### src/common/lcrc_pkg.sv
// What this block does
// - a start press longer than 5 s is not taken as a start request.
// - a qualified start acts on the release of the button.
// - in lockout a press of 10 s to 20 s inclusive clears lockout, and starts only if the field is clear.
// - in the reduced five-pin variant there is no manual start.
// - in the reduced five-pin variant contactor feedback is ignored.
// - auto reset re-enables outputs within 210 ms if both sync beams blocked.
// - auto reset re-enables outputs within 33 ms if zero or one was blocked.
// - exactly two sync beams, lowest and highest, decide the restart delay.
// - with four-sensor muting the receiver takes four sensors, drives a lamp.
package lcrc_pkg;
   localparam int unsigned CLK_HZ        = 50_000_000;
   localparam int unsigned T_PRESS_MIN_MS = 50;
   localparam int unsigned T_PRESS_MAX_MS = 5_000;
   localparam int unsigned T_LOCK_MIN_MS  = 10_000;
   localparam int unsigned T_LOCK_MAX_MS  = 20_000;
   localparam int unsigned T_RST_BOTH_MS  = 210;
   localparam int unsigned T_RST_ONE_MS   = 33;
   localparam int unsigned CYC_PER_MS     = CLK_HZ / 1000;
   localparam int unsigned CNT_W          = 32;
   // least times round up, longest round down (integral ms here)
   localparam int unsigned PRESS_MIN_CYC = T_PRESS_MIN_MS * CYC_PER_MS;
   localparam int unsigned PRESS_MAX_CYC = T_PRESS_MAX_MS * CYC_PER_MS;
   localparam int unsigned LOCK_MIN_CYC  = T_LOCK_MIN_MS * CYC_PER_MS;
   localparam int unsigned LOCK_MAX_CYC  = T_LOCK_MAX_MS * CYC_PER_MS;
   // restart delays kept just below the limits; the machine spends two
   // edges beyond the delay count (enter wait, register outputs)
   localparam int unsigned RST_BOTH_CYC  = T_RST_BOTH_MS * CYC_PER_MS - 3;
   localparam int unsigned RST_ONE_CYC   = T_RST_ONE_MS * CYC_PER_MS - 3;
   localparam int unsigned NUM_SYNC      = 2;
   localparam int unsigned NUM_MUTE      = 4;

   typedef enum logic [1:0] {
      LCRC_OFF     = 2'b00,
      LCRC_WAIT    = 2'b01,
      LCRC_ON      = 2'b10,
      LCRC_LOCKOUT = 2'b11
   } lcrc_state_t;
endpackage

### src/hw/lcrc_ctrl.sv
`timescale 1ns/1ns
`default_nettype none
module lcrc_ctrl #(
   parameter int unsigned PRESS_MIN = lcrc_pkg::PRESS_MIN_CYC,
   parameter int unsigned PRESS_MAX = lcrc_pkg::PRESS_MAX_CYC,
   parameter int unsigned LOCK_MIN  = lcrc_pkg::LOCK_MIN_CYC,
   parameter int unsigned LOCK_MAX  = lcrc_pkg::LOCK_MAX_CYC,
   parameter int unsigned RST_BOTH  = lcrc_pkg::RST_BOTH_CYC,
   parameter int unsigned RST_ONE   = lcrc_pkg::RST_ONE_CYC
) (
   // clock and control
   input  wire logic                          mclk_i,
   input  wire logic                          srst_i,
   input  wire logic                          ce_i,
   // configuration straps
   input  wire logic                          five_pin_i,
   input  wire logic                          auto_reset_i,
   input  wire logic                          mute_four_i,
   // field and beams
   input  wire logic                          field_clear_i,
   input  wire logic [lcrc_pkg::NUM_SYNC-1:0] sync_blocked_i,
   input  wire logic                          fault_i,
   // operator and external devices
   input  wire logic                          start_button_i,
   input  wire logic                          contactor_feedback_monitor_i,
   input  wire logic [lcrc_pkg::NUM_MUTE-1:0] muting_sensor_i,
   // outputs
   output logic                               safety_out_a_o,
   output logic                               safety_out_b_o,
   output logic                               lockout_o,
   output logic                               muting_lamp_o,
   output logic [lcrc_pkg::NUM_MUTE-1:0]      muting_active_o
);
   import lcrc_pkg::*;

   // ****************************************
   // press timing
   // ****************************************
   logic             released;
   logic [CNT_W-1:0] held;
   wire  logic       button = start_button_i & ~five_pin_i;

   lcrc_press_timer #(.CNT_W(CNT_W)) u_press (
      .mclk_i    (mclk_i),
      .srst_i    (srst_i),
      .ce_i      (ce_i),
      .press_i   (button),
      .release_o (released),
      .held_o    (held)
   );

   wire logic start_ok = released & (held >= CNT_W'(PRESS_MIN))
                       & (held <= CNT_W'(PRESS_MAX));
   wire logic lock_ok  = released & (held >= CNT_W'(LOCK_MIN))
                       & (held <= CNT_W'(LOCK_MAX));

   // ****************************************
   // restart state
   // ****************************************
   lcrc_state_t      state;
   lcrc_state_t      next_state;
   logic             both_seen;
   logic [CNT_W-1:0] dly;
   wire  logic both_blk = &sync_blocked_i;
   wire  logic edm_ok   = five_pin_i
                        | contactor_feedback_monitor_i;
   wire  logic [CNT_W-1:0] dly_lim = both_seen ? CNT_W'(RST_BOTH)
                                               : CNT_W'(RST_ONE);
   wire  logic dly_done = dly >= dly_lim;

   always_comb begin
      next_state = state;
      case (state)
         LCRC_OFF: begin
            if (fault_i)
               next_state = LCRC_LOCKOUT;
            else if (field_clear_i && auto_reset_i && !five_pin_i)
               next_state = LCRC_WAIT;
            else if (field_clear_i && auto_reset_i && five_pin_i)
               next_state = LCRC_WAIT;
            else if (field_clear_i && start_ok && edm_ok)
               next_state = LCRC_ON;
         end
         LCRC_WAIT: begin
            if (fault_i)
               next_state = LCRC_LOCKOUT;
            else if (!field_clear_i)
               next_state = LCRC_OFF;
            else if (dly_done && edm_ok)
               next_state = LCRC_ON;
         end
         LCRC_ON: begin
            if (fault_i)
               next_state = LCRC_LOCKOUT;
            else if (!field_clear_i)
               next_state = LCRC_OFF;
         end
         LCRC_LOCKOUT: begin
            if (lock_ok && !fault_i)
               next_state = field_clear_i ? LCRC_ON : LCRC_OFF;
         end
         default: next_state = LCRC_OFF;
      endcase
   end

   always_ff @(posedge mclk_i) begin
      if (srst_i) begin
         state     <= LCRC_OFF;
         both_seen <= 1'b0;
         dly       <= '0;
      end else if (ce_i) begin
         state <= next_state;
         if (state == LCRC_WAIT)
            dly <= dly + 1'b1;
         else
            dly <= '0;
         if (state == LCRC_ON)
            both_seen <= 1'b0;
         else if (!field_clear_i && both_blk)
            both_seen <= 1'b1;
      end
   end

   // ****************************************
   // outputs
   // ****************************************
   always_ff @(posedge mclk_i) begin
      if (srst_i) begin
         safety_out_a_o  <= 1'b0;
         safety_out_b_o  <= 1'b0;
         lockout_o       <= 1'b0;
         muting_lamp_o   <= 1'b0;
         muting_active_o <= '0;
      end else if (ce_i) begin
         safety_out_a_o  <= (next_state == LCRC_ON);
         safety_out_b_o  <= (next_state == LCRC_ON);
         lockout_o       <= (next_state == LCRC_LOCKOUT);
         muting_active_o <= mute_four_i ? muting_sensor_i
                                        : '0;
         muting_lamp_o   <= mute_four_i & (|muting_sensor_i);
      end
   end

   // ****************************************
   // checks
   // ****************************************
   a_lock_holds_off: assert property (@(posedge mclk_i) disable iff (srst_i)
      lockout_o |-> !safety_out_a_o && !safety_out_b_o)
      else $error("output on during lockout");
   a_outs_equal: assert property (@(posedge mclk_i) disable iff (srst_i)
      safety_out_a_o == safety_out_b_o)
      else $error("safety outputs differ");
   a_five_no_start: assert property (@(posedge mclk_i) disable iff (srst_i)
      five_pin_i |-> !released)
      else $error("start handled in five-pin variant");
   a_start_min: assert property (@(posedge mclk_i) disable iff (srst_i)
      ce_i && state == LCRC_OFF && !auto_reset_i && field_clear_i && !fault_i
      && released && held < CNT_W'(PRESS_MIN) |=> !safety_out_a_o)
      else $error("short press started outputs");
   a_start_max: assert property (@(posedge mclk_i) disable iff (srst_i)
      ce_i && state == LCRC_OFF && !auto_reset_i && released
      && held > CNT_W'(PRESS_MAX) |=> !safety_out_a_o)
      else $error("overlong press started outputs");
   a_start_fall: assert property (@(posedge mclk_i) disable iff (srst_i)
      ce_i && state == LCRC_OFF && !auto_reset_i && button
      |=> !safety_out_a_o)
      else $error("start acted before release");
   a_lock_release: assert property (@(posedge mclk_i) disable iff (srst_i)
      ce_i && state == LCRC_LOCKOUT && lock_ok && !fault_i |=> !lockout_o)
      else $error("lockout not cleared");
   a_restart_both: assert property (@(posedge mclk_i) disable iff (srst_i)
      ce_i && state == LCRC_WAIT && both_seen && dly < dly_lim
      |=> !safety_out_a_o)
      else $error("restart delay too short");
   a_restart_one: assert property (@(posedge mclk_i) disable iff (srst_i)
      ce_i && state == LCRC_WAIT && dly_done && edm_ok && field_clear_i
      && !fault_i |=> safety_out_a_o)
      else $error("restart not taken at limit");
   a_edm_gate: assert property (@(posedge mclk_i) disable iff (srst_i)
      ce_i && state == LCRC_WAIT && !edm_ok |=> !safety_out_a_o)
      else $error("started without feedback");
   a_mute_off: assert property (@(posedge mclk_i) disable iff (srst_i)
      !mute_four_i && ce_i |=> muting_active_o == '0)
      else $error("muting active while unconfigured");
   a_fault_lock: assert property (@(posedge mclk_i) disable iff (srst_i)
      ce_i && fault_i |=> lockout_o && !safety_out_a_o)
      else $error("fault did not lock out");
   a_field_cut: assert property (@(posedge mclk_i) disable iff (srst_i)
      ce_i && !field_clear_i |=> !safety_out_a_o)
      else $error("output on while field interrupted");
   a_lamp_map: assert property (@(posedge mclk_i) disable iff (srst_i)
      ce_i && mute_four_i |=> muting_lamp_o == |$past(muting_sensor_i))
      else $error("muting lamp wrong");
   a_lock_short: assert property (@(posedge mclk_i) disable iff (srst_i)
      ce_i && state == LCRC_LOCKOUT && !lock_ok |=> lockout_o)
      else $error("lockout left without long press");
   a_seen_both: assert property (@(posedge mclk_i) disable iff (srst_i)
      ce_i && !field_clear_i && both_blk && state != LCRC_ON
      |=> both_seen)
      else $error("both sync beams not noted");
   a_ce_freeze: assert property (@(posedge mclk_i) disable iff (srst_i)
      !ce_i |=> $stable(safety_out_a_o) && $stable(lockout_o))
      else $error("state moved while enable low");

   c_manual: cover property (@(posedge mclk_i) disable iff (srst_i)
      state == LCRC_OFF && start_ok && field_clear_i ##1 safety_out_a_o);
   c_auto: cover property (@(posedge mclk_i) disable iff (srst_i)
      state == LCRC_WAIT ##1 state == LCRC_ON);
   c_unlock: cover property (@(posedge mclk_i) disable iff (srst_i)
      state == LCRC_LOCKOUT && lock_ok);
   c_lock_enter: cover property (@(posedge mclk_i) disable iff (srst_i)
      state != LCRC_LOCKOUT ##1 state == LCRC_LOCKOUT);
endmodule
`default_nettype wire

### src/hw/lcrc_press_timer.sv
`timescale 1ns/1ns
`default_nettype none
module lcrc_press_timer #(
   parameter int unsigned CNT_W = 32
) (
   // clock and control
   input  wire logic             mclk_i,
   input  wire logic             srst_i,
   input  wire logic             ce_i,
   // button level
   input  wire logic             press_i,
   // results
   output logic                  release_o,
   output logic [CNT_W-1:0]      held_o
);
   logic             press_d;
   logic [CNT_W-1:0] cnt;
   wire  logic       sat = &cnt;

   always_ff @(posedge mclk_i) begin
      if (srst_i) begin
         press_d <= 1'b0;
         cnt     <= '0;
      end else if (ce_i) begin
         press_d <= press_i;
         if (!press_i)
            cnt <= '0;
         else if (!sat)
            cnt <= cnt + 1'b1;
      end
   end

   // falling edge of the press, with length held before it
   assign release_o = ce_i & press_d & ~press_i;
   assign held_o    = cnt;
endmodule
`default_nettype wire

### config.mk
export PLATFORM = sky130hd
export DESIGN_NAME = lcrc_ctrl
export DESIGN_NICKNAME = d
export VERILOG_FILES = /design/src/common/lcrc_pkg.sv /design/src/hw/lcrc_ctrl.sv /design/src/hw/lcrc_press_timer.sv
export SDC_FILE = /design/constraint.sdc
export NUM_CORES = 1
export LEC_CHECK = 0
export BUFFER_PORTS_ARGS = -buffer_cell sky130_fd_sc_hd__buf_2
export CAP_MARGIN = 20
export CELL_PAD_IN_SITES_DETAIL_PLACEMENT = 0
export CELL_PAD_IN_SITES_GLOBAL_PLACEMENT = 1
export CORE_ASPECT_RATIO = 2
export CORE_UTILIZATION = 30
export CTS_BUF_LIST = sky130_fd_sc_hd__clkbuf_8 sky130_fd_sc_hd__clkbuf_16
export DETAILED_ROUTE_END_ITERATION = 7
export PLACE_DENSITY_LB_ADDON = 0.1
export SLEW_MARGIN = 40
export SYNTH_ARGS = -nofsm -noshare
export SYNTH_HDL_FRONTEND = slang
export SYNTH_HIERARCHICAL = 1
export SYNTH_SLANG_ARGS = --single-unit
### constraint.sdc
create_clock -name mclk_i -period 2.6 [get_ports mclk_i]
set_input_delay 0.26 -clock mclk_i [delete_from_list [all_inputs] [get_ports mclk_i]]
set_output_delay 0.26 -clock mclk_i [all_outputs]
set_load 0.01 [all_outputs]
# [Yosys cells after proc, flatten, opt, wreduce, memory -nomap -nowiden]
# Index checks and enable logic that the tools add are counted.
[op_classes] n_addsub=2 n_mul=0 div_mod_pow=0 order_cmp=5 n_eq_ne=6 n_shift=0 muxes=19 n_bitwise=11 n_reduce_logical=18
[ops] op="2-to-1 mux 32 bit" n=3
[ops] op="adder 32 x 1 -> 32 bit (second input constant)" n=2
[ops] op="greater-or-equal comparator 32 x 22 -> 1 bit (second input constant)" n=1
[ops] op="greater-or-equal comparator 32 x 24 -> 1 bit" n=1
[ops] op="greater-or-equal comparator 32 x 29 -> 1 bit (second input constant)" n=1
[ops] op="less-or-equal comparator 32 x 28 -> 1 bit (second input constant)" n=1
[ops] op="less-or-equal comparator 32 x 30 -> 1 bit (second input constant)" n=1
[ops] op="AND reduction 32 bit" n=1
[ops] op="2-to-1 mux 24 bit" n=1
[ops] op="2-to-1 mux 2 bit" n=11
[ops] op="bitwise AND 1 bit" n=8
[ops] op="== test 2 bit (second input constant)" n=4
[ops] op="logical AND 1 bit" n=8
[ops] op="case mux 2 bit (4 select lines)" n=1
[ops] op="AND reduction 2 bit" n=3
[ops] op="2-to-1 mux 4 bit" n=1
[ops] op="OR reduction 4 bit" n=1
[ops] op="logical NOT 1 bit" n=3
[ops] op="== test 2 x 1 -> 1 bit (second input constant)" n=1
[ops] op="logical NOT 2 bit" n=1
[ops] op="2-to-1 mux 1 bit" n=2
[ops] op="inequality test 2 bit (second input constant)" n=1
[ops] op="NOT 1 bit" n=2
[ops] op="nonzero test 2 bit" n=1
[ops] op="bitwise OR 1 bit" n=1
[totals] regBits=75 latch_bits=0 ramBits=0 mem_bits_ro=0 inputBits=16 output_inout_bits=8 word_cells=70 memories=0

# [Logic depth before layout (Yosys ltp)]
# Gate-level depths: netlist (run 1).
[logic_depth] word_depth=14 mapped_depth=10 ltp_nobuf=9

# [By module]
# Netlist (run 1), hierarchy kept.
[by_module_without_submodules] mod="lcrc_ctrl" n_inst=1 cells_each=340 area_each_um2=2743.9 seq_area_each_um2=840.8
[by_module_without_submodules] mod="lcrc_press_timer" n_inst=1 cells_each=249 area_each_um2=1889.3 seq_area_each_um2=660.6

# [Worst setup path after synthesis (run 1)]
# Ideal clock, no wire load.
[synth_path] kind="reg-to-reg" start="register u_press.cnt[0] (netlist: u_press/held_o[0])" end="register u_press.cnt[26] (netlist: u_press/held_o[26])" setup_time_ps=69 arrival_time_ps=2186 required_ps=2531 setup_slack_ps=345 path_stages_with_launch=8 path_buffers=1 synth_period_minus_slack_ps=2255 cell_sequence="dfxtp_1 -> ha_1 -> nand4_2 -> or4_4 -> buf_6 -> or3b_1 -> or3_1 -> o21ai_1"
[synth_between] elab_chain_cells=3 elab_cells_between_ends=6 classes_between="1 x add/sub; 1 x eq/ne; 2 x mux; 2 x reduce/logical"
[synth_rtl] element="start: declaration" line="lcrc_press_timer.sv:17" rtl="logic [CNT_W-1:0] cnt;"
[synth_rtl] element="start signal: assignment" line="lcrc_press_timer.sv:29" rtl="cnt <= cnt + 1'b1;"
[synth_rtl] element="adder 32 x 1 -> 32 bit / AND reduction 32 bit (equally long branches)" line="lcrc_press_timer.sv:29, lcrc_press_timer.sv:18"
[synth_rtl] element="2-to-1 mux 32 bit / inequality test 2 bit (equally long branches)"
[synth_rtl] element="2-to-1 mux 32 bit / AND reduction 2 bit (equally long branches)"
# Parallel ways exist; a longest one is shown, timed or not. The select of a mux whose other input is x is not followed.
# A chain may end at the register's enable or synchronous reset.

# [Worst setup path in the final report (run 1)]
# Ends and elaborated chain as after synthesis.

==> flow_summary.yaml, run 1 <==
outcome:
  status: "completed"
sta:
  rsz0062_at_grt: "false"
  finalSetupViolations: 0
  drv_slew: 0
  fmax_ghz: 0.415
  final.setup.tns_ns: 0
  hold_ws_ns: 0.210
  tightest_slew_ns: 0.702
  skew_ns: 0.00640
  max_slew_margin: 0.528
  period_minus_slack_ns: 2.41
  setup_ws_ns: 0.190
  finalCritPeriodShare: 0.927
  finalHoldViolCount: 0
setup_path:
  rr_worst_depth: 6
  crit_fanout: 6
  cp.buffers_inverters: 0
  path_class: "flip-flop to flip-flop"
  cp-start-kind: "flip-flop"
  r2r-end: "u_press/held_o[26]$_SDFFE_PP0P_"
  cp_slowest_cell: "or4_4"
  r2r_slack_ns: 0.19
  startpoint: "u_press/held_o[0]$_SDFFE_PP0P_"
  r2r-start: "u_press/held_o[0]$_SDFFE_PP0P_"
  critical_path_required_ns: 2.87
  slowest_delay_ns: 0.62
  worst_setup_path_end_kind: "flip-flop"
  path_delay_family: "simple AND/OR/NAND/NOR gates"
  cp.arrival_ns: 2.68
  cp_cell_sequence: "ha_1 -> nand4_2 -> or4_4 -> or3b_1 -> or3_1 -> o21ai_1"
pwr:
  ir_drop_v: 0.000349
  power_per_cell_area_mw_per_mm2: 463
  switching_share: 0.250
  power.internal_mw: 1.90
  p_seq_frac: 0.463
  power_frac_comb: 0.070
  cellLeakagePower_nw: 1.97
  switchingPower_uw: 633
  power_mw: 2.53
  p_clk_frac: 0.467
global_route:
  grt_pass1_wl_um: 25800
  use_met1: 0.192
  met2_usage: 0.432
  grt_max_degree: 33
  grt_usage: 0.211
  grt_overflow: 0
  use_met3: 0.0270
  grt.busiest_layer: "met2"
  antenna_found_initial: 0
  grt_pass1_vias: 4732
floorplan:
  pin_count: 24
  die_y_um: 178
  die_area_sq_mm: 0.0160
  initial_core_util: 0.309
  fp-row-count: 63
  core_sq_mm: 0.0150
  die-width_um: 89.9
synth:
  synthFlopType: "dfxtp_1"
  synth_top_area_frac: 0.324
  synth_xor_area_frac: 0.0548
  synth_nets: 620
  synth_top_family_by_area: "simple AND/OR/NAND/NOR gates"
  ys_warn_count: 6
  synth-compound-area-share: 0.184
  yosys.area_share.adder: 0.0405
  yosysMostFrequentCell: "dfxtp_1"
  yosys.area.top_type: "dfxtp_1"
  ys_seq_elements: 75
  synth-simple-area-share: 0.343
  ys_types: 61
  synth_area_sq_mm: 0.00463
  yosys-top-cells-area: "dfxtp_1, nor2_1, ha_1"
  synthCells: 589
  synthMuxAreaShare: 0.0108
  yosys-top-cells-count: "dfxtp_1, nor2_1, nand2_1, o21ai_0, nand3_1"
  async_flop_share: 0
  synth_edf_count: 0
  syn_avg_cell_area_sq_um: 7.87
  yosysSeqAreaShare: 0.324
clocking:
  cts_buffers: 9
  clk-insertion-delay-late_ns: 0.34
  path_clk_slew_ns: 0.06
  postCtsSetupBuffers: 0
  htreeDepth: 3
  hold_buffers: 0
  clock_path_buffers: 2
  cts-root-buf: "clkbuf_16"
  cts_tree: "built"
  cts_resized: 0
  clock-sinks: 75
place:
  dp_hpwl_um: 12600
  place_area_sq_mm: 0.00519
  place_congestion: 0.915
  preCtsSetupSlack_ns: 0.160
  portBuffers: 23
  dp_cells: 822
job:
  cap_violations: 0
final_layout:
  nets: 669
  n_antenna_cell: 0
  fin_cells: 838
  fillCellCount: 1590
  syn2layout_area_growth_pct: 18.1
  fin_area_sq_mm: 0.00547
  final_core_util: 0.365
  drive_above_1_share: 0.145
min_path:
  min_from: "muting_sensor_i[1]"
  whs_path_depth: 3
  holdPathEnd: "muting_active_o[1]$_SDFFE_PP0P_"
  min_path_type: "input pin to flip-flop"
drt:
  ant_nets: 0
  first_iter_violations: 164
  dr.pass1.iters: 5
  drt_wl_total_um: 16300
  wl_per_cell_um: 19.4
  via_count: 4701
  viasPerCell: 5.61
  drc: 0
cell type report:
| cell class | instances | area (sq um) | share of cell area |
|---|---|---|---|
| clock buffer | 10 | 239 | 0.0437 |
| clock inverter | 6 | 41.3 | 0.00755 |
| inverter | 17 | 63.8 | 0.0117 |
| multi-input combinational | 469 | 2930 | 0.536 |
| sequential | 75 | 1500 | 0.274 |
| tap | 195 | 244 | 0.0446 |
| timing repair buffer | 66 | 450 | 0.0823 |
worst min-delay path, cell delays in order:
cell and delay (ns):
buf_2 0.10, nand3_1 0.07, a21oi_1 0.06
kinds of logic after synthesis:
| kind of cell | count (synthesis) |
|---|---|
| AOI/OAI and AO/OA | 130 |
| DFF | 75 |
| and+or+nand+nor | 290 |
| adders and majority gates | 15 |
| buffers and inverters | 45 |
| xor gates and xnor gates | 29 |
| muxes | 5 |
power groups by stage:
stage | clock network (mW) | registers, mW | logic (mW)
finish | 1.18 | 1.17 | 0.176
global route | 1.28 | 1.17 | 0.195
CTS | 1.23 | 1.17 | 0.178
detailed placement | 0 | 1.20 | 0.178
global placement | 0 | 1.20 | 0.177
floorplan | 0 | 1.20 | 0.109
worst max-delay path by stage:
stage / to / slack [ns] / cells after the start
2_1_floorplan: u_press/held_o[26]$_SDFFE_PP0P_ / 0.35 / 7
3_3_place_gp: u_press/held_o[23]$_SDFFE_PP0P_ / 0.22 / 8
3_5_place_dp: u_press/held_o[12]$_SDFFE_PP0P_ / 0.16 / 7
4_1_cts: u_press/held_o[12]$_SDFFE_PP0P_ / 0.15 / 7
5_1_grt: u_press/held_o[18]$_SDFFE_PP0P_ / 0.03 / 6
6_report: u_press/held_o[26]$_SDFFE_PP0P_ / 0.19 / 6
registers in the layout, summed over array words and instances, names as in the netlist:
register / cells
muting_lamp_o: 1
state: 2
lockout_o: 1
dly: 32
safety_out_b_o: 1
muting_active_o: 4
u_press/held_o: 32
both_seen: 1
u_press/press_d: 1
layout by cell type, fill, tap and decap left out, types with 5 or more instances in the layout:
| master | instances |
|---|---|
| or3_1 | 9 |
| ha_1 | 15 |
| nor4_1 | 18 |
| and3_1 | 10 |
| nand2b_1 | 10 |
| and2_1 | 7 |
| inv_1 | 18 |
| a21oi_1 | 22 |
| o211ai_1 | 6 |
| o21ai_1 | 13 |
| nor3_1 | 17 |
| or4_1 | 6 |
| o31ai_1 | 9 |
| buf_4 | 42 |
| o21ai_0 | 36 |
| mux2i_1 | 5 |
| xnor2_1 | 15 |
| buf_2 | 23 |
| nand4_1 | 30 |
| xor2_1 | 14 |
| dfxtp_1 | 75 |
| clkbuf_16 | 9 |
| nor2_1 | 63 |
| a31oi_1 | 13 |
| nand2_1 | 47 |
| and4_1 | 5 |
| a211oi_1 | 5 |
| o31a_1 | 5 |
| nand3_1 | 33 |
metal layers:
metal	wire length (um)	share of wire
met3	387	0.024
met1	5570	0.34
met5	0	0
met2	9380	0.58
met4	959	0.059
Note: power is estimated with default switching activity, not from simulation.
==> inputs of run 2 (changes only) <==
Settings changed: RECOVER_POWER set to 25, SKIP_CTS_REPAIR_TIMING set to 1.
==> run 2 against run 1 <==
Effect of this change: cell count is the same; clock skew is essentially flat; critical path depth is the same; worst hold slack is essentially flat; utilization shrank 0.12 points; via count grew 0.11%; register-to-register slack is essentially flat.
==> flow_summary.yaml, run 2 (synthesis gave the netlist of run 1 again) <==
clocking:
  clk-insertion-delay-late_ns: 0.34
  path_clk_slew_ns: 0.06
  cts_buffers: 9
  clock-sinks: 75
  cts_tree: "built"
  cts-root-buf: "clkbuf_16"
  clock_path_buffers: 2
  htreeDepth: 3
sta:
  hold_ws_ns: 0.210
  rsz0062_at_grt: "false"
  finalSetupViolations: 0
  finalHoldViolCount: 0
  final.setup.tns_ns: 0
  skew_ns: 0.00688
  max_slew_margin: 0.526
  drv_slew: 0
  fmax_ghz: 0.413
  finalCritPeriodShare: 0.931
  period_minus_slack_ns: 2.42
  tightest_slew_ns: 0.705
drt:
  wl_per_cell_um: 19.4
  met2_length_um: 9350
  dr.pass1.iters: 5
  first_iter_violations: 156
  top_layer_used: "met4"
  wl_met1_um: 5620
  via_count: 4706
  route.met3.wl_um: 349
  drc: 0
  drt_wl_total_um: 16300
  viasPerCell: 5.62
  ant_nets: 0
setup_path:
  critical_path_required_ns: 2.87
  path_delay_family: "simple AND/OR/NAND/NOR gates"
  cp.buffers_inverters: 0
  cp_slowest_cell: "or4_4"
  rr_worst_depth: 6
  crit_fanout: 6
  cp-start-kind: "flip-flop"
  cp_cell_sequence: "ha_1 -> nand4_2 -> or4_4 -> or3b_1 -> or3_1 -> o21ai_1"
  r2r-start: "u_press/held_o[0]$_SDFFE_PP0P_"
  r2r_slack_ns: 0.18
  path_class: "flip-flop to flip-flop"
  cp.arrival_ns: 2.69
  r2r-end: "u_press/held_o[26]$_SDFFE_PP0P_"
  worst_setup_path_end_kind: "flip-flop"
  slowest_delay_ns: 0.63
  startpoint: "u_press/held_o[0]$_SDFFE_PP0P_"
global_route:
  antenna_found_initial: 0
  grt_overflow: 0
  grt_pass1_wl_um: 25800
  grt_usage: 0.211
  grt_pass1_vias: 4732
  grt_max_degree: 33
floorplan:
  die-width_um: 89.9
  core_sq_mm: 0.0150
  pin_count: 24
  die_area_sq_mm: 0.0160
  die_y_um: 178
  fp-row-count: 63
  initial_core_util: 0.309
pwr:
  ir_drop_v: 0.000348
  cellLeakagePower_nw: 1.93
  power_per_cell_area_mw_per_mm2: 464
final_layout:
  syn2layout_area_growth_pct: 17.7
  mostFrequentLayoutCells: "dfxtp_1, nor2_1, nand2_1"
  layout_commonest_cell: "dfxtp_1"
  drive_above_1_share: 0.129
  nets: 669
  fin_cells: 838
  n_antenna_cell: 0
min_path:
  holdPathEnd: "muting_active_o[1]$_SDFFE_PP0P_"
  min_path_type: "input pin to flip-flop"
  min_from: "muting_sensor_i[1]"
  whs_path_depth: 3
place:
  place_congestion: 0.915
  portBuffers: 23
  dp_cells: 822
  dp_hpwl_um: 12600
outcome:
  status: "completed"
job:
  cap_violations: 0
==> run 2: cell types whose count changed in the layout (fill, tap and decap cells not counted) <==
cell      change
clkbuf_2      +1
buf_2         -9
buf_4         -2
clkbuf_1     +10
==> run 2: cell type report <==
class | count | area (sq um)
flip-flops and latches | 75 | 1500
clock buffers | 10 | 239
repair buffers | 66 | 433
well taps | 195 | 244
inverters | 17 | 63.8
clock inverters | 6 | 41.3
multi-input cells | 469 | 2930
fillers | 1599 | 9520
==> run 2: how the worst max path moves through the flow <==
stage	to	depth (start not counted)
after floorplan	u_press/held_o[26]$_SDFFE_PP0P_	7
after global placement	u_press/held_o[23]$_SDFFE_PP0P_	8
after detailed placement	u_press/held_o[12]$_SDFFE_PP0P_	7
after CTS	u_press/held_o[12]$_SDFFE_PP0P_	7
after global routing	u_press/held_o[18]$_SDFFE_PP0P_	6
final	u_press/held_o[26]$_SDFFE_PP0P_	6
==> run 2: worst reg2reg max path, delay by kind of cell (launching register included) <==
| family | cells | cell delay [ns] |
|---|---|---|
| simple gates | 4 | 1.60 |
| flops | 1 | 0.41 |
| fa+ha+maj | 1 | 0.27 |
| compound gates | 1 | 0.08 |
==> run 2: layer usage <==
layer | vias to the layer above | track usage
li1 | 2293 | -
met5 | - | 0
met4 | 0 | 0.131
met3 | 39 | 0.0270
met2 | 107 | 0.432
met1 | 2267 | 0.192
==> run 2: per-stage QoR <==
stage	setup slack, ns	util	power (mW)	cell area [sq um]
floorplan	0.345	-	1.31	4630
global placement	0.218	0.347	1.38	5190
detailed placement	0.160	0.347	1.38	5190
CTS	0.150	0.365	2.59	5470
global route	0.0269	0.364	2.64	5450
finish	0.179	0.364	2.53	5450
==> run 2: power breakdown <==
part           total (mW)  leakage, nW  internal, mW  switching, mW
clock network        1.19        0.136         0.672          0.513
registers            1.17        0.606          1.16         0.0130
logic               0.172         1.18        0.0653          0.107
==> inputs of run 3 (changes only) <==
Settings changed: ABC_AREA set to 1.
==> run 3 against run 2 <==
Effect of this change: final area rose by 18%; clock skew rose by 0.0063 ns; worst hold slack got worse by 0.042 ns; power rose by 16%; utilization fell by 1.2 points; die area rose by 20%; routed wire length rose by 31%; largest power group unchanged.
==> flow_summary.yaml, run 3 <==
synth:
  yosysSeqAreaShare: 0.269
  synth_area_sq_mm: 0.00558
  yosys-top-cells-count: "nand2_1, nor2_1, inv_1, nand3_1, dfxtp_1"
  ys_seq_elements: 75
  synth_top_area_frac: 0.269
  ys_types: 44
  yosys.area.top_type: "dfxtp_1"
  ys_warn_count: 6
  async_flop_share: 0
  synth_edf_count: 0
  yosys-top-cells-area: "dfxtp_1, nand2_1, nor2_1"
  yosysMostFrequentCell: "nand2_1"
  synthFlopType: "dfxtp_1"
  syn_avg_cell_area_sq_um: 5.72
  synth_nets: 1006
  synthCells: 975
setup_path:
  worst_setup_path_end_kind: "flip-flop"
  crit_fanout: 17
  r2r_slack_ns: 0.37
  crit_end: "dly[15]$_SDFFE_PP0P_"
  rr_worst_depth: 11
  path_class: "input pin to flip-flop"
  startpoint: "ce_i"
  r2r-end: "u_press/held_o[10]$_SDFFE_PP0P_"
  critical_path_required_ns: 2.83
  cp-start-kind: "input pin"
  r2r-start: "u_press/held_o[0]$_SDFFE_PP0P_"
  cp.arrival_ns: 2.46
place:
  place_area_sq_mm: 0.00611
  portBuffers: 23
  preCtsSetupSlack_ns: 0.367
  dp_hpwl_um: 17300
  place_congestion: 0.866
  dp_cells: 1224
sta:
  rsz0062_at_grt: "false"
  max_slew_margin: 0.286
  finalCritPeriodShare: 0.858
  period_minus_slack_ns: 2.23
  finalHoldViolCount: 0
  fmax_ghz: 0.448
  setup_ws_ns: 0.370
  skew_ns: 0.0132
  final.setup.tns_ns: 0
  finalSetupViolations: 0
  tightest_slew_ns: 1.07
  drv_slew: 0
clocking:
  htreeDepth: 3
  path_clk_slew_ns: 0.06
  clock_path_buffers: 2
  clock-sinks: 75
  cts_tree: "built"
  cts_buffers: 9
  clk-insertion-delay-late_ns: 0.35
  cts-root-buf: "clkbuf_16"
pwr:
  power_per_cell_area_mw_per_mm2: 456
  cellLeakagePower_nw: 2.73
  ir_drop_v: 0.000262
final_layout:
  mostFrequentLayoutCells: "nand2_1, nor2_1, inv_1"
  syn2layout_area_growth_pct: 15.0
  drive_above_1_share: 0.0879
  fillCellCount: 2172
  layout_commonest_cell: "nand2_1"
  fin_area_sq_mm: 0.00641
  n_antenna_cell: 0
  final_core_util: 0.352
  fin_cells: 1240
  nets: 1050
drt:
  ant_nets: 0
  dr.pass1.iters: 6
  via_count: 6037
  drt_wl_total_um: 21200
  drc: 0
  wl_per_cell_um: 17.1
  viasPerCell: 4.87
  first_iter_violations: 199
global_route:
  grt_pass1_wl_um: 32900
  grt_pass1_vias: 6208
  antenna_found_initial: 0
  grt_overflow: 0
  grt_usage: 0.230
  grt_max_degree: 31
floorplan:
  initial_core_util: 0.306
  pin_count: 24
  die_y_um: 195
  die-width_um: 98.4
  die_area_sq_mm: 0.0192
  fp-row-count: 70
  core_sq_mm: 0.0182
job:
  cap_violations: 0
min_path:
  whs_path_depth: 3
  min_path_type: "input pin to flip-flop"
outcome:
  status: "completed"
run 3: changes by cell type in the layout (fill, tap and decap cells not counted), moves of 26 or more:
cell / change
nand3_1: +46
nand2_1: +256
inv_1: +133
nor2_1: +95
a21oi_1: +26
run 3: kinds of logic after synthesis:
family / share of synthesized area
buf+inv: 0.122
xor+xnor: 0.00157
compound gates: 0.0942
flops: 0.269
simple gates: 0.480
fa+ha+maj: 0.0336
run 3: power breakdown:
group,leakage (nW),internal (mW),switching [mW]
clock network,0.160,0.869,0.548
logic,1.97,0.0946,0.204
registers,0.608,1.17,0.0384
total,2.73,2.14,0.790
run 3: routing by layer:
| layer | global-route usage | routed length, um | up-vias |
|---|---|---|---|
| li1 | - | - | 3144 |
| met1 | 0.189 | 6930 | 2763 |
| met2 | 0.485 | 12700 | 83 |
| met3 | 0.0198 | 339 | 47 |
| met4 | 0.163 | 1280 | 0 |
| met5 | 0 | 0 | - |
run 3: how the worst min path moves through the flow:
stage | from | slack [ns] | endpoint
global placement | u_press/press_d$_SDFFE_PP0P_ | 0.45 | u_press/press_d$_SDFFE_PP0P_
CTS | muting_sensor_i[1] | 0.16 | muting_active_o[1]$_SDFFE_PP0P_
detailed placement | muting_active_o[3]$_SDFFE_PP0P_ | 0.46 | muting_active_o[3]$_SDFFE_PP0P_
global route | muting_sensor_i[1] | 0.17 | muting_active_o[1]$_SDFFE_PP0P_
floorplan | muting_sensor_i[0] | 0.40 | muting_active_o[0]$_SDFFE_PP0P_
finish | muting_sensor_i[1] | 0.17 | muting_active_o[1]$_SDFFE_PP0P_
run 3: layout make-up:
class | instances | area (sq um) | share of cell area
Timing Repair Buffer | 52 | 337 | 0.0525
Inverter | 153 | 576 | 0.0897
Tap cell | 216 | 270 | 0.0421
Sequential cell | 75 | 1500 | 0.234
Clock inverter | 6 | 88.8 | 0.0138
Clock buffer | 10 | 239 | 0.0373
Multi-Input combinational cell | 728 | 3400 | 0.531
run 3: worst max-delay path, cell delays in order:
cell	delay, ns
clkbuf_1	0.31
inv_1	0.16
clkbuf_1	0.56
nor2_1	0.11
nor2_1	0.21
clkbuf_2	0.40
nand2_1	0.14
a22oi_1	0.29
run 3: per-stage QoR:
stage / hold slack, ns / total power, mW
after floorplan: 0.403 / 1.42
after global placement: 0.453 / 1.55
after detailed placement: 0.458 / 1.55
after CTS: 0.156 / 2.99
after global routing: 0.174 / 3.06
final: 0.168 / 2.93
